--- config.mk ---
export PLATFORM = sky130hd
export DESIGN_NAME = fft_result_spi_framer
export DESIGN_NICKNAME = d
export VERILOG_FILES = /design/src/verilog/fft_framer_pkg.sv /design/src/verilog/fft_link_if.sv /design/src/verilog/fft_result_spi_framer.sv /design/src/verilog/fft_word_shifter.sv
export SDC_FILE = /design/constraint.sdc
export NUM_CORES = 1
export LEC_CHECK = 0
export ABC_AREA = 1
export BUFFER_PORTS_ARGS = -buffer_cell sky130_fd_sc_hd__buf_4
export CORE_MARGIN = 2
export CORE_UTILIZATION = 45
export DETAILED_ROUTE_END_ITERATION = 16
export GPL_TIMING_DRIVEN = 0
export PLACE_DENSITY_LB_ADDON = 0.05
export SYNTH_ARGS = -nofsm -noshare
export SYNTH_HDL_FRONTEND = slang
export SYNTH_SLANG_ARGS = --single-unit
--- constraint.sdc ---
create_clock -name core_clk -period 2.85 [get_ports core_clk]
set_input_delay 0.4275 -clock core_clk [delete_from_list [all_inputs] [get_ports core_clk]]
set_output_delay 0.4275 -clock core_clk [all_outputs]
set_load 0.01 [all_outputs]
--- src/verilog/fft_framer_pkg.sv ---
// Constants shared by the result framer and its word shifter.
// Assumes a single core clock; nothing here depends on the link rate.
package fft_framer_pkg;

  // ----------------------------------------------------------------
  // Link sizing and timing
  // ----------------------------------------------------------------
  localparam int WORD_BITS = 32;
  localparam int LINK_HALF_CYCLES = 4;    // 40 ns half period at 100 MHz
  localparam int DOP_POINTS = 1024;       // Data words per doppler frame
  localparam int PEAK_WORDS = 6;          // Index, two magnitudes, twice

  // ----------------------------------------------------------------
  // Header layout
  // ----------------------------------------------------------------
  localparam int HDR_MARK_LSB = 24;
  localparam logic [7:0] HDR_MARK = 8'haa;
  localparam int HDR_LANE_LSB = 22;
  localparam int RNG_HDR_FIX_LSB = 20;
  localparam logic [1:0] RNG_HDR_FIX = 2'h3;
  localparam int HDR_CHIRP_LSB = 11;
  localparam int HDR_PTS_LSB = 0;
  localparam int DOP_HDR_FIX_LSB = 16;
  localparam logic [5:0] DOP_HDR_FIX = 6'h3f;
  localparam int DOP_CNT_LSB = 0;
  localparam logic [1:0] RNG_LANE0 = 2'h0;
  localparam logic [1:0] RNG_LANE1 = 2'h1;
  localparam logic [1:0] DOP_LANE0 = 2'h2;
  localparam logic [1:0] DOP_LANE1 = 2'h3;

  // ----------------------------------------------------------------
  // Tail layout
  // ----------------------------------------------------------------
  localparam int TAIL_SUM_LSB = 16;
  localparam int TAIL_LANE_LSB = 14;
  localparam int RNG_TAIL_FIX_LSB = 12;
  localparam logic [1:0] RNG_TAIL_FIX = 2'h3;
  localparam int TAIL_CHIRP_LSB = 8;
  localparam logic [7:0] RNG_TAIL_PAT = 8'h55;
  localparam logic [15:0] DOP_TAIL_PAT = 16'h5555;

  typedef enum logic [1:0] {MODE_OFF, MODE_RANGE, MODE_DOPPLER, MODE_PEAK} result_mode_t;

endpackage : fft_framer_pkg

--- src/verilog/fft_link_if.sv ---
// Word hand-off between the frame sequencer and the serial shifter.
// Assumes both ends run on core_clk.
`timescale 1ns/1ns
interface fft_link_if;
  logic [31:0] word0;     // Word for data lane zero
  logic [31:0] word1;     // Word for data lane one
  logic lane1En;          // Lane one carries word1
  logic load;             // One-cycle word offer
  logic ready;            // Shifter idle, may take a word
  logic frameActive;      // Select should be asserted
  logic sclk;             // Serial clock pin level
  logic selN;             // Select pin level, active low
  logic mosi0;            // Data lane zero pin level
  logic mosi1;            // Data lane one pin level
  modport seq (output word0, word1, lane1En, load, frameActive,
               input ready, sclk, selN, mosi0, mosi1);
  modport ser (input word0, word1, lane1En, load, frameActive,
               output ready, sclk, selN, mosi0, mosi1);
endinterface : fft_link_if

--- src/verilog/fft_result_spi_framer.sv ---
// Result framer: builds range, doppler and peak frames from transform
// results and hands them word by word to the serial shifter.
// Assumes all control inputs come from logic on core_clk.
`timescale 1ns/1ns

module fft_result_spi_framer #(
  parameter int HALF_CYCLES = fft_framer_pkg::LINK_HALF_CYCLES
) (
  input wire logic core_clk,                    // Core clock, 100 MHz
  input wire logic arst_n,                      // Asynchronous reset, active low
  input wire logic ce,                          // Clock enable
  input wire logic [1:0] resultMode,            // Output mode select
  input wire logic interleave,                  // Both channels on lane zero
  input wire logic goFrame,                     // Start one frame, pulse
  input wire logic rangeFrameStart,             // Restart chirp count, pulse
  input wire logic [8:0] rangePoints,           // Range points per chirp
  input wire logic sampleValid,                 // Sample pair offered
  output logic sampleReady,                     // Sample pair taken
  input wire logic [31:0] sampleCh0,            // Channel one result, re:im
  input wire logic [31:0] sampleCh1,            // Channel two result, re:im
  input wire logic [1:0][3:0][6:0] peakIndex,   // Per peak: v0, d0, v1, d1
  input wire logic [1:0][1:0][31:0] peakMag,    // Per peak, per channel
  output logic busy,                            // Frame in progress
  output logic sclk,                            // Serial clock pin
  output logic selN,                            // Select pin, active low
  output logic mosi0,                           // Data lane zero pin
  output logic mosi1                            // Data lane one pin
);

  typedef enum logic [2:0] {S_IDLE, S_HEAD, S_DATA, S_TAIL, S_PEAK, S_DONE} seq_state_t;

  fft_link_if lnk ();

  seq_state_t state_r;
  logic dop_r;
  logic intl_r;
  logic half_r;
  logic have_r;
  logic sampleReady_r;
  logic busy_r;
  logic [10:0] idx_r;
  logic [10:0] lastIdx_r;
  logic [8:0] pts_r;
  logic [8:0] chirp_r;
  logic [15:0] dopCnt_r;
  logic [2:0] pkStep_r;
  logic [1:0][31:0] dat_r;
  logic [1:0][15:0] sum_r;
  logic [1:0][3:0][6:0] pkIdx_r;
  logic [1:0][1:0][31:0] pkMag_r;
  logic [31:0] slotW0;
  logic [31:0] slotW1;
  logic curCh;
  logic canLoad;
  logic slotDone;

  // ----------------------------------------------------------------
  // Word builders
  // ----------------------------------------------------------------
  // Lanes differ only in their code bits; same layout otherwise
  function automatic logic [31:0] headWord(input logic dop, input logic ch,
      input logic [8:0] chirp, input logic [8:0] pts, input logic [15:0] cnt);
    logic [31:0] w;
    w = 32'h0;
    w[fft_framer_pkg::HDR_MARK_LSB +: 8] = fft_framer_pkg::HDR_MARK;
    if (dop) begin
      w[fft_framer_pkg::HDR_LANE_LSB +: 2] = ch ? fft_framer_pkg::DOP_LANE1
                                                : fft_framer_pkg::DOP_LANE0;
      w[fft_framer_pkg::DOP_HDR_FIX_LSB +: 6] = fft_framer_pkg::DOP_HDR_FIX;
      w[fft_framer_pkg::DOP_CNT_LSB +: 16] = cnt;
    end else begin
      w[fft_framer_pkg::HDR_LANE_LSB +: 2] = ch ? fft_framer_pkg::RNG_LANE1
                                                : fft_framer_pkg::RNG_LANE0;
      w[fft_framer_pkg::RNG_HDR_FIX_LSB +: 2] = fft_framer_pkg::RNG_HDR_FIX;
      w[fft_framer_pkg::HDR_CHIRP_LSB +: 9] = chirp;
      w[fft_framer_pkg::HDR_PTS_LSB +: 9] = 9'(pts + 9'h1);
    end
    return w;
  endfunction : headWord

  function automatic logic [31:0] tailWord(input logic dop, input logic ch,
      input logic [15:0] sum, input logic [8:0] chirp);
    logic [31:0] w;
    w = 32'h0;
    w[fft_framer_pkg::TAIL_SUM_LSB +: 16] = sum;
    if (dop) begin
      w[15:0] = fft_framer_pkg::DOP_TAIL_PAT;
    end else begin
      w[fft_framer_pkg::TAIL_LANE_LSB +: 2] = ch ? fft_framer_pkg::RNG_LANE1
                                                 : fft_framer_pkg::RNG_LANE0;
      w[fft_framer_pkg::RNG_TAIL_FIX_LSB +: 2] = fft_framer_pkg::RNG_TAIL_FIX;
      w[fft_framer_pkg::TAIL_CHIRP_LSB +: 4] = chirp[3:0];
      w[7:0] = fft_framer_pkg::RNG_TAIL_PAT;
    end
    return w;
  endfunction : tailWord

  // Index word, then channel one and channel two magnitudes, per peak
  function automatic logic [31:0] peakWord(input logic [2:0] step,
      input logic [1:0][3:0][6:0] ix, input logic [1:0][1:0][31:0] mg);
    logic [31:0] w;
    logic pk;
    pk = (step >= 3'h3);
    case (step)
      3'h0, 3'h3: w = {1'b0, ix[pk][0], 1'b0, ix[pk][1],
                       1'b0, ix[pk][2], 1'b0, ix[pk][3]};
      3'h1, 3'h4: w = mg[pk][0];
      3'h2, 3'h5: w = mg[pk][1];
      default: w = 32'h0;
    endcase
    return w;
  endfunction : peakWord

  // ----------------------------------------------------------------
  // Slot word selection
  // ----------------------------------------------------------------
  assign curCh = intl_r & half_r;                       // Channel one first
  assign canLoad = lnk.ready && !lnk.load;              // Shifter sees offer one cycle late
  assign slotDone = !intl_r || half_r;

  always_comb begin
    slotW0 = 32'h0;
    slotW1 = 32'h0;
    case (state_r)
      S_HEAD: begin
        slotW0 = headWord(dop_r, curCh, chirp_r, pts_r, dopCnt_r);
        slotW1 = headWord(dop_r, 1'b1, chirp_r, pts_r, dopCnt_r);
      end
      S_DATA: begin
        slotW0 = dat_r[curCh];
        slotW1 = dat_r[1];
      end
      S_TAIL: begin
        slotW0 = tailWord(dop_r, curCh, sum_r[curCh], chirp_r);
        slotW1 = tailWord(dop_r, 1'b1, sum_r[1], chirp_r);
      end
      S_PEAK: slotW0 = peakWord(pkStep_r, pkIdx_r, pkMag_r);
      default: ;
    endcase
  end

  // ----------------------------------------------------------------
  // Frame sequencer
  // ----------------------------------------------------------------
  // Header, data and tail slots; an interleaved slot takes two offers
  always_ff @(posedge core_clk or negedge arst_n) begin
    if (!arst_n) begin
      state_r <= S_IDLE;
      dop_r <= 1'b0;
      intl_r <= 1'b0;
      half_r <= 1'b0;
      have_r <= 1'b0;
      sampleReady_r <= 1'b0;
      busy_r <= 1'b0;
      idx_r <= 11'h0;
      lastIdx_r <= 11'h0;
      pts_r <= 9'h0;
      pkStep_r <= 3'h0;
      pkIdx_r <= '0;
      pkMag_r <= '0;
      dat_r <= '0;
      lnk.load <= 1'b0;
      lnk.word0 <= 32'h0;
      lnk.word1 <= 32'h0;
      lnk.lane1En <= 1'b0;
      lnk.frameActive <= 1'b0;
    end else if (ce) begin
      lnk.load <= 1'b0;
      case (state_r)
        S_IDLE: begin
          if (goFrame && resultMode != 2'(fft_framer_pkg::MODE_OFF)) begin
            dop_r <= (resultMode == 2'(fft_framer_pkg::MODE_DOPPLER));
            intl_r <= interleave;
            pts_r <= rangePoints;
            lastIdx_r <= (resultMode == 2'(fft_framer_pkg::MODE_DOPPLER))
                       ? 11'(fft_framer_pkg::DOP_POINTS - 1)
                       : 11'({2'h0, rangePoints} - 11'h1);
            pkIdx_r <= peakIndex;
            pkMag_r <= peakMag;
            idx_r <= 11'h0;
            half_r <= 1'b0;
            have_r <= 1'b0;
            pkStep_r <= 3'h0;
            busy_r <= 1'b1;
            lnk.frameActive <= 1'b1;
            state_r <= (resultMode == 2'(fft_framer_pkg::MODE_PEAK)) ? S_PEAK : S_HEAD;
          end
        end
        S_HEAD, S_TAIL: begin
          if (canLoad) begin
            lnk.load <= 1'b1;
            lnk.word0 <= slotW0;
            lnk.word1 <= slotW1;
            lnk.lane1En <= !intl_r;
            half_r <= !slotDone;
            if (slotDone && state_r == S_TAIL) begin
              state_r <= S_DONE;
            end else if (slotDone && !dop_r && pts_r == 9'h0) begin
              state_r <= S_TAIL;                                        // No range points
            end else if (slotDone) begin
              state_r <= S_DATA;
              sampleReady_r <= 1'b1;
            end
          end
        end
        S_DATA: begin
          if (!have_r) begin
            if (sampleValid && sampleReady_r) begin
              dat_r[0] <= sampleCh0;
              dat_r[1] <= sampleCh1;
              sampleReady_r <= 1'b0;
              have_r <= 1'b1;
            end
          end else if (canLoad) begin
            lnk.load <= 1'b1;
            lnk.word0 <= slotW0;
            lnk.word1 <= slotW1;
            lnk.lane1En <= !intl_r;
            half_r <= !slotDone;
            if (slotDone) begin
              have_r <= 1'b0;
              if (idx_r == lastIdx_r) begin
                state_r <= S_TAIL;
              end else begin
                idx_r <= idx_r + 11'h1;
                sampleReady_r <= 1'b1;
              end
            end
          end
        end
        S_PEAK: begin
          if (canLoad) begin
            lnk.load <= 1'b1;
            lnk.word0 <= slotW0;
            lnk.word1 <= 32'h0;
            lnk.lane1En <= 1'b0;
            pkStep_r <= pkStep_r + 3'h1;
            if (pkStep_r == 3'(fft_framer_pkg::PEAK_WORDS - 1)) state_r <= S_DONE;
          end
        end
        S_DONE: begin
          // Hold select until the last word has left the shifter
          if (canLoad) begin
            lnk.frameActive <= 1'b0;
            busy_r <= 1'b0;
            state_r <= S_IDLE;
          end
        end
        default: state_r <= S_IDLE;
      endcase
    end
  end

  // Data words are not stored beyond the current pair
  always_ff @(posedge core_clk or negedge arst_n) begin
    if (!arst_n) begin
      sum_r <= '0;
    end else if (ce) begin
      if (state_r == S_IDLE) begin
        sum_r <= '0;
      end else if (state_r == S_DATA && !have_r && sampleValid && sampleReady_r) begin
        sum_r[0] <= 16'(sum_r[0] + sampleCh0[31:16] + sampleCh0[15:0]);
        sum_r[1] <= 16'(sum_r[1] + sampleCh1[31:16] + sampleCh1[15:0]);
      end
    end
  end

  // Frame numbering: chirp restart wins over a finishing chirp
  always_ff @(posedge core_clk or negedge arst_n) begin
    if (!arst_n) begin
      chirp_r <= 9'h0;
      dopCnt_r <= 16'h0;
    end else if (ce) begin
      if (rangeFrameStart) begin
        chirp_r <= 9'h0;
      end else if (state_r == S_DONE && canLoad && !dop_r && pkStep_r == 3'h0) begin
        chirp_r <= chirp_r + 9'h1;
      end
      if (state_r == S_DONE && canLoad && dop_r) begin
        dopCnt_r <= dopCnt_r + 16'h1;
      end
    end
  end

  // ----------------------------------------------------------------
  // Shifter and pins
  // ----------------------------------------------------------------
  fft_word_shifter #(.HALF_CYCLES(HALF_CYCLES)) u_shifter (
    .core_clk(core_clk),
    .arst_n(arst_n),
    .ce(ce),
    .lnk(lnk)
  );

  assign sampleReady = sampleReady_r;
  assign busy = busy_r;
  assign sclk = lnk.sclk;
  assign selN = lnk.selN;
  assign mosi0 = lnk.mosi0;
  assign mosi1 = lnk.mosi1;
endmodule : fft_result_spi_framer

--- src/verilog/fft_word_shifter.sv ---
// Serial shifter: sends one 32-bit word per offer, MSB first, on two lanes.
// Assumes offers come only while ready is high; the clock idles low.
`timescale 1ns/1ns
module fft_word_shifter #(
  parameter int HALF_CYCLES = fft_framer_pkg::LINK_HALF_CYCLES
) (
  input wire logic core_clk,   // Core clock
  input wire logic arst_n,     // Asynchronous reset, active low
  input wire logic ce,         // Clock enable, freezes all state
  fft_link_if.ser lnk          // Words in, pins out
);

  logic busy_r;
  logic [4:0] bitCnt_r;
  logic [7:0] divCnt_r;
  logic [31:0] sh0_r;
  logic [31:0] sh1_r;
  logic [5:0] edges_r;

  assign lnk.ready = !busy_r;

  // ----------------------------------------------------------------
  // Shift engine: data changes on the falling edge, host samples rising
  // ----------------------------------------------------------------
  always_ff @(posedge core_clk or negedge arst_n) begin
    if (!arst_n) begin
      busy_r <= 1'b0;
      bitCnt_r <= 5'h0;
      divCnt_r <= 8'h0;
      sh0_r <= 32'h0;
      sh1_r <= 32'h0;
      lnk.sclk <= 1'b0;
      lnk.mosi0 <= 1'b0;
      lnk.mosi1 <= 1'b0;
    end else if (ce) begin
      if (!busy_r) begin
        lnk.sclk <= 1'b0;
        divCnt_r <= 8'h0;
        if (lnk.load) begin
          busy_r <= 1'b1;
          bitCnt_r <= 5'h0;
          sh0_r <= lnk.word0;
          sh1_r <= lnk.lane1En ? lnk.word1 : 32'h0;   // Idle lane stays low
          lnk.mosi0 <= lnk.word0[31];                   // MSB leads
          lnk.mosi1 <= lnk.lane1En & lnk.word1[31];
        end
      end else if (divCnt_r == 8'(HALF_CYCLES - 1)) begin
        divCnt_r <= 8'h0;
        lnk.sclk <= !lnk.sclk;
        if (lnk.sclk) begin
          if (bitCnt_r == 5'h1f) begin
            busy_r <= 1'b0;                             // 32 bits per word
          end else begin
            bitCnt_r <= bitCnt_r + 5'h1;
            sh0_r <= {sh0_r[30:0], 1'b0};
            sh1_r <= {sh1_r[30:0], 1'b0};
            lnk.mosi0 <= sh0_r[30];
            lnk.mosi1 <= sh1_r[30];
          end
        end
      end else begin
        divCnt_r <= divCnt_r + 8'h1;
      end
    end
  end

  // Select follows the sequencer with one register stage
  always_ff @(posedge core_clk or negedge arst_n) begin
    if (!arst_n) begin
      lnk.selN <= 1'b1;
    end else if (ce) begin
      lnk.selN <= !lnk.frameActive;
    end
  end

  // Falling edges seen per word, only for checking
  always_ff @(posedge core_clk or negedge arst_n) begin
    if (!arst_n) begin
      edges_r <= 6'h0;
    end else if (ce) begin
      if (!busy_r) edges_r <= 6'h0;
      else if (divCnt_r == 8'(HALF_CYCLES - 1) && lnk.sclk) edges_r <= edges_r + 6'h1;
    end
  end
endmodule : fft_word_shifter

Word level (Yosys, flattened, before mapping)
Cells that the tools add are included.
{"block": "op_classes", "add_sub_neg": 12, "magnitude_cmp": 3, "eq_ne": 36, "mux": 117, "n_bitwise": 3, "n_reduce_logical": 57}
{"operator": "$mux W31", "count": 11}
{"operator": "$mux W32", "count": 9}
{"operator": "$pmux W32 S3", "count": 3}
{"operator": "$mux W64", "count": 2}
{"operator": "$pmux W32 S4", "count": 1}
{"operator": "$mux W11", "count": 6}
{"operator": "$add A16 B16 Y16", "count": 4}
{"operator": "$pmux W32 S2", "count": 1}
{"operator": "$mux W28", "count": 2}
{"operator": "$mux W3", "count": 15}
{"operator": "$mux W1", "count": 41}
{"operator": "$mux W16", "count": 2}
{"operator": "$ne A2 B2 Y1 const B", "count": 15}
{"operator": "$mux W9", "count": 3}
{"operator": "$mux W13", "count": 2}
{"operator": "$mux W5", "count": 5}
{"operator": "$pmux W11 S2", "count": 1}
{"operator": "$reduce_and A4 Y1", "count": 5}
{"operator": "$add A9 B1 Y9 const B", "count": 2}
{"operator": "$reduce_bool A2 Y1", "count": 9}
{"operator": "$add A16 B1 Y16 const B", "count": 1}
{"operator": "$mux W8", "count": 2}
{"operator": "$mux W15", "count": 1}
{"operator": "$pmux W3 S5", "count": 1}
{"operator": "other kinds (38)", "count": 84}
{"block": "totals", "reg_bits": 494, "inputBits": 266, "wordCells": 270}

Logic depth before layout (Yosys ltp)
{"block": "logic_depth", "depth_word": 8, "ltp_mapped": 14, "mapped_depth_nobuf": 14}

By module
Synthesis repeated with hierarchy kept, for this count alone.
{"block": "hier_totals", "cells_unflattened": 3462, "hier_area_um2": 26175.1}
{"module": "fft_result_spi_framer", "instances": 1, "cells_each": 2847, "area_per_inst_um2": 21932.3}
{"module": "fft_word_shifter", "instances": 1, "cells_each": 615, "area_per_inst_um2": 4242.8}

Worst setup path after synthesis
Ideal clock, no wire load.
{"block": "synth_timing", "kind": "in2reg", "startpoint": "in sampleCh0[1]", "endpoint": "reg sum_r[15] (netlist bit)", "setup_ps": 117, "arrival_ps": 2219, "slack_ps": 514, "path_stages": 13, "cell_sequence": "inv_1 > fa_1 > inv_1 > ha_1 > fa_1 > nand3_1 > nand2_1 > nand3_1 > nand2_1 > nand2_1 > nand3_1 > nand3_1 > nand2_1"}
{"block": "synth_between", "elab_chain_cells": 3}
{"item": "start, declared", "line_no": "fft_result_spi_framer.sv:19", "rtl": "input wire logic [31:0] sampleCh0,"}
{"item": "$add A16 B16 Y16", "line_no": "fft_result_spi_framer.sv:262", "rtl": "sum_r[0] <= 16'(sum_r[0] + sampleCh0[31:16] + sampleCh0[15:0]);"}
{"item": "$mux W32", "line_no": "fft_result_spi_framer.sv:261", "rtl": "end else if (state_r == S_DATA && !have_r && sampleValid && sampleReady_r) begin"}
{"item": "$mux W32", "line_no": "fft_result_spi_framer.sv:259", "rtl": "if (state_r == S_IDLE) begin"}
{"item": "end, declared", "line_no": "fft_result_spi_framer.sv:48", "rtl": "logic [1:0][15:0] sum_r;"}
No other way between the ends. The select of a mux whose other input is x is not followed.
A chain may end at the register's enable or synchronous reset.

Final worst setup path
{"block": "layout_timing", "startpoint": "reg pkStep_r[0]", "endpoint": "reg lnk.word0[13]"}
{"block": "layout_between", "elab_chain_cells": 8, "elab_cells_between_ends": 19}
{"item": "start, declared", "line_no": "fft_result_spi_framer.sv:46", "rtl": "logic [2:0] pkStep_r;"}
{"item": "start signal, assigned", "line_no": "fft_result_spi_framer.sv:237", "rtl": "pkStep_r <= pkStep_r + 3'h1;"}
{"item": "$ge A3 B2 Y1", "line_no": "fft_result_spi_framer.sv:103", "rtl": "pk = (step >= 3'h3);"}
{"item": "$mux W64 (not written as such) / $mux W28 (equally long branches) (2 in a row)"}
{"item": "$pmux W32 S3 (*)", "line_no": "fft_result_spi_framer.sv:104", "rtl": "case (step)"}
{"item": "$pmux W32 S4 (*)", "line_no": "fft_result_spi_framer.sv:124", "rtl": "case (state_r)"}
{"item": "$mux W32 (*)", "line_no": "fft_result_spi_framer.sv:190, fft_result_spi_framer.sv:214, fft_result_spi_framer.sv:232"}
{"item": "$mux W32", "line_no": "fft_result_spi_framer.sv:207", "rtl": "if (!have_r) begin"}
{"item": "$pmux W32 S2 (*)", "line_no": "fft_result_spi_framer.sv:169", "rtl": "case (state_r)"}
{"item": "end signal, assigned", "line_no": "fft_result_spi_framer.sv:192", "rtl": "lnk.word0 <= slotW0;"}
{"item": "end signal, assigned", "line_no": "fft_result_spi_framer.sv:216", "rtl": "lnk.word0 <= slotW0;"}
{"item": "end signal, assigned", "line_no": "fft_result_spi_framer.sv:234", "rtl": "lnk.word0 <= slotW0;"}
{"item": "end, declared", "line_no": "fft_link_if.sv:5", "rtl": "logic [31:0] word0;"}
Mark *: on every way between the ends. The rest lies on a longest branch, timed or not. The select of a mux whose other input is x is not followed.

==> impl_metrics.yaml <==
status:
  status: "completed"
synth:
  yosysTopAreaCellShare: 0.480
  ys_seq_elements: 494
  synth_compound_area_frac: 0.137
  ys_seq_area_frac: 0.481
  synth_edf_count: 0
  yosys_most_used_dff: "dfrtp_1"
  yosysWarningCount: 0
  yosysUniqueCellTypes: 46
  synthAdderAreaFrac: 0.0454
  synthTopCellsByArea: "dfrtp_1 (48%), nand2_1 (18%), o21ai_0 (7.0%), inv_1 (4.0%), nor2_1 (2.7%)"
  syn_avg_cell_area_um2: 7.75
  synth_most_common_cell: "nand2_1"
  synth_xor_area_frac: 0.0167
  synth.area.mux_share: 0
  syn_inst: 3315
  syn_area_um2: 25700
  synth_top_family_by_area: "simple AND/OR/NAND/NOR gates"
  netlist_top_cells_count: "nand2_1 (1265), dfrtp_1 (493), o21ai_0 (358), inv_1 (277), nor2_1 (186)"
  yosys.area_share.simple: 0.251
  synthArstFlopShare: 1.00
  yosysTopAreaCell: "dfrtp_1"
  syn_nets: 3655
power_and_ir_drop:
  intPower_mw: 15.7
  power.share.combinational: 0.312
  powerDensity_nw_per_um2: 813
  seqPwrFrac: 0.406
  p_leak_nw: 15.8
  power_switching_mw: 9.66
  clockPowerShare: 0.282
  peakVddDrop_mv: 0.506
  switching_share: 0.381
cts:
  clk_path_buf_depth: 3
  cts_tree: "done"
  clk_pin_slew_ns: 0.06
  cts-root-buf: "clkbuf_16"
  cts_made_buffers: 55
  htreeDepth: 2
  clock_sinks: 494
  insertion_delay_ns: 0.64
placed_design:
  dp_hpwl_mm: 71.6
  pre_cts_slack_ns: -0.236
  placed_area_um2: 28800
  gp_congestion: 0.956
  io_buffers: 271
global_route:
  grt_pass1_wl_mm: 141
  grt_max_degree: 121
  grt_pass1_vias: 23800
  track_usage: 0.313
  grt-ovfl-total: 0
  antenna_found_initial: 1
sta:
  hold_viol_final: 0
  finalHoldWorstSlack_ns: 0.00480
  rsz0062_at_grt: "false"
  setup_viol: 0
  slew_viol_final: 0
  fin_skew_ns: 0.0303
  setup_ws_ns: 0.113
  fmax_ghz: 0.365
  worst_slew_pin_slew_ns: 1.03
  min_period_over_period: 0.960
  slew_headroom: 0.312
  period_needed_ns: 2.74
route:
  ant_nets: 0
  viasPerCell: 5.41
  drt-initial-drc-count: 2324
  drt_wl_total_mm: 92.7
  drc: 0
  via_count: 24400
  drtPass1Iterations: 6
  wire_per_inst_um: 20.6
critical_path:
  cp_common_cell: "ha_1"
  crit_fanout: 10
  required_ns: 3.32
  critPathLaunchType: "flip-flop"
  crit_path_top_delay_cell: "dfrtp_2"
  max_stage_delay_ns: 0.45
  cp_data_arrival_time_ns: 3.21
  path_cells: "ha_1 -> ha_1 -> nor2_1 -> nand2_2 -> clkbuf_1 -> o211ai_1 -> nand2_1 -> o21ai_0 -> a21boi_0"
  critPathKind: "flip-flop to flip-flop"
  cp-end-kind: "flip-flop"
finish:
  fill_cells: 5429
  drive_gt1_frac: 0.123
  syn2layout_area_growth_pct: 21.5
  stdcell_area_um2: 31200
  post-route-util: 0.554
  n_antenna_cell: 0
  final_net_count: 4051
floorplan:
  rows: 87
  initial_core_util: 0.456
  die_w_um: 243
  num_io_pins: 272
  core_um2: 56400
  dieArea_um2: 59000
  die_h_um: 243
flow_run:
  drv_cap: 0
min_path:
  hold_class: "input pin to flip-flop"
-- path summary, 6_finish.rpt --
path | from | end | slack [ns] | depth (start not counted)
worst max-delay path | pkStep_r[0] | lnk.word0[13] | 0.11 | 9
worst min-delay path | peakMag[37] | pkMag_r[37] | 0.005 | 3
worst max register to register | pkStep_r[0] | lnk.word0[13] | 0.11 | 9
worst min register to register | pkIdx_r[40] | pkIdx_r[40] | 0.47 | 2
max in group asynchronous | arst_n | sum_r[29] | 0.55 | 5
min in group asynchronous | arst_n | idx_r[0] | 0.34 | 2
-- registers in the layout (all words and copies together), names as in the netlist, 16 cells and up --
| name | flops |
|---|---|
| dat_r | 64 |
| u_shifter.sh1_r | 31 |
| pkIdx_r | 56 |
| u_shifter.sh0_r | 31 |
| pkMag_r | 128 |
| lnk.word0 | 32 |
| dopCnt_r | 16 |
| lnk.word1 | 32 |
| sum_r | 32 |
-- routing by layer --
layer  track usage  vias up  wire (um)
met3        0.0582      170       7290
met1         0.435    11800      39800
met2         0.492     1004      42100
met5             0        -         13
met4         0.112        2       3380
li1              -    11400          -
-- logic make-up (layout without fill, tap and decap cells) --
kind of cell,count (synthesis),in the layout
adders and majority gates,74,74
xor gates and xnor gates,49,49
DFF,494,494
buffers and inverters,448,886
AOI/OAI and AO/OA,619,619
and+or+nand+nor,1631,1631
-- worst max-delay path: cells and delay by family, from the launching register on --
family	cells	cell delay (ns)
adders and majority gates	2	0.42
AOI/OAI and AO/OA	3	0.91
buffers and inverters	1	0.32
and+or+nand+nor	3	0.47
DFF	1	0.45
-- what timing repair did --
| action | CTS | global route |
|---|---|---|
| setup buffers | 0 | 4 |
| gates resized for setup | 2 | 14 |
| hold buffers | 60 | 0 |
| endpoints found under the hold margin | 122 | 0 |
| endpoints found under the setup margin | 3 | 44 |
| pin swaps | 1 | 3 |
-- placed cells by master, fill, tap and decap left out, drive strengths merged, types with 9 or more instances in the layout --
cell type,n
or2,11
ha,42
nand2,1268
o21ai,370
a21oi,79
clkinv,17
nor3,25
fa,32
o22ai,13
inv,285
xor2,33
xnor2,16
a22oi,43
nand3,110
nor2,192
buf,342
nand3b,9
a21boi,20
dfrtp,493
dlygate4sd3,60
clkbuf,175
nand4,15
o211ai,63
-- power by group through the flow --
stage / sequential [mW] / combinational, mW / clock [mW]
2_1_floorplan: 9.86 / 4.97 / 0
3_3_place_gp: 10.3 / 7.48 / 0
3_5_place_dp: 10.4 / 7.64 / 0
4_1_cts: 10.3 / 7.76 / 7.23
5_1_grt: 10.5 / 8.83 / 7.52
6_report: 10.3 / 7.92 / 7.16
-- final cells by class --
type | instances | area [um^2] | area share
well taps | 756 | 946 | 0.0303
clock buffers | 76 | 1520 | 0.0485
repair buffers | 339 | 2780 | 0.0891
flip-flops and latches | 494 | 12400 | 0.396
clock inverters | 23 | 260 | 0.00834
inverters | 286 | 1070 | 0.0344
multi-input cells | 2373 | 11600 | 0.370
plain buffers | 162 | 714 | 0.0229
-- through the flow --
step | total power [mW] | std cells | setup TNS [ns]
detailed placement | 18.0 | 4346 | -8.40
floorplan | 14.8 | 3315 | 0
finish | 25.4 | 4509 | 0
global route | 26.8 | 4509 | 0
CTS | 25.2 | 4505 | 0
global placement | 17.8 | 4342 | -1922.48
(Power assumes the default switching activity.)
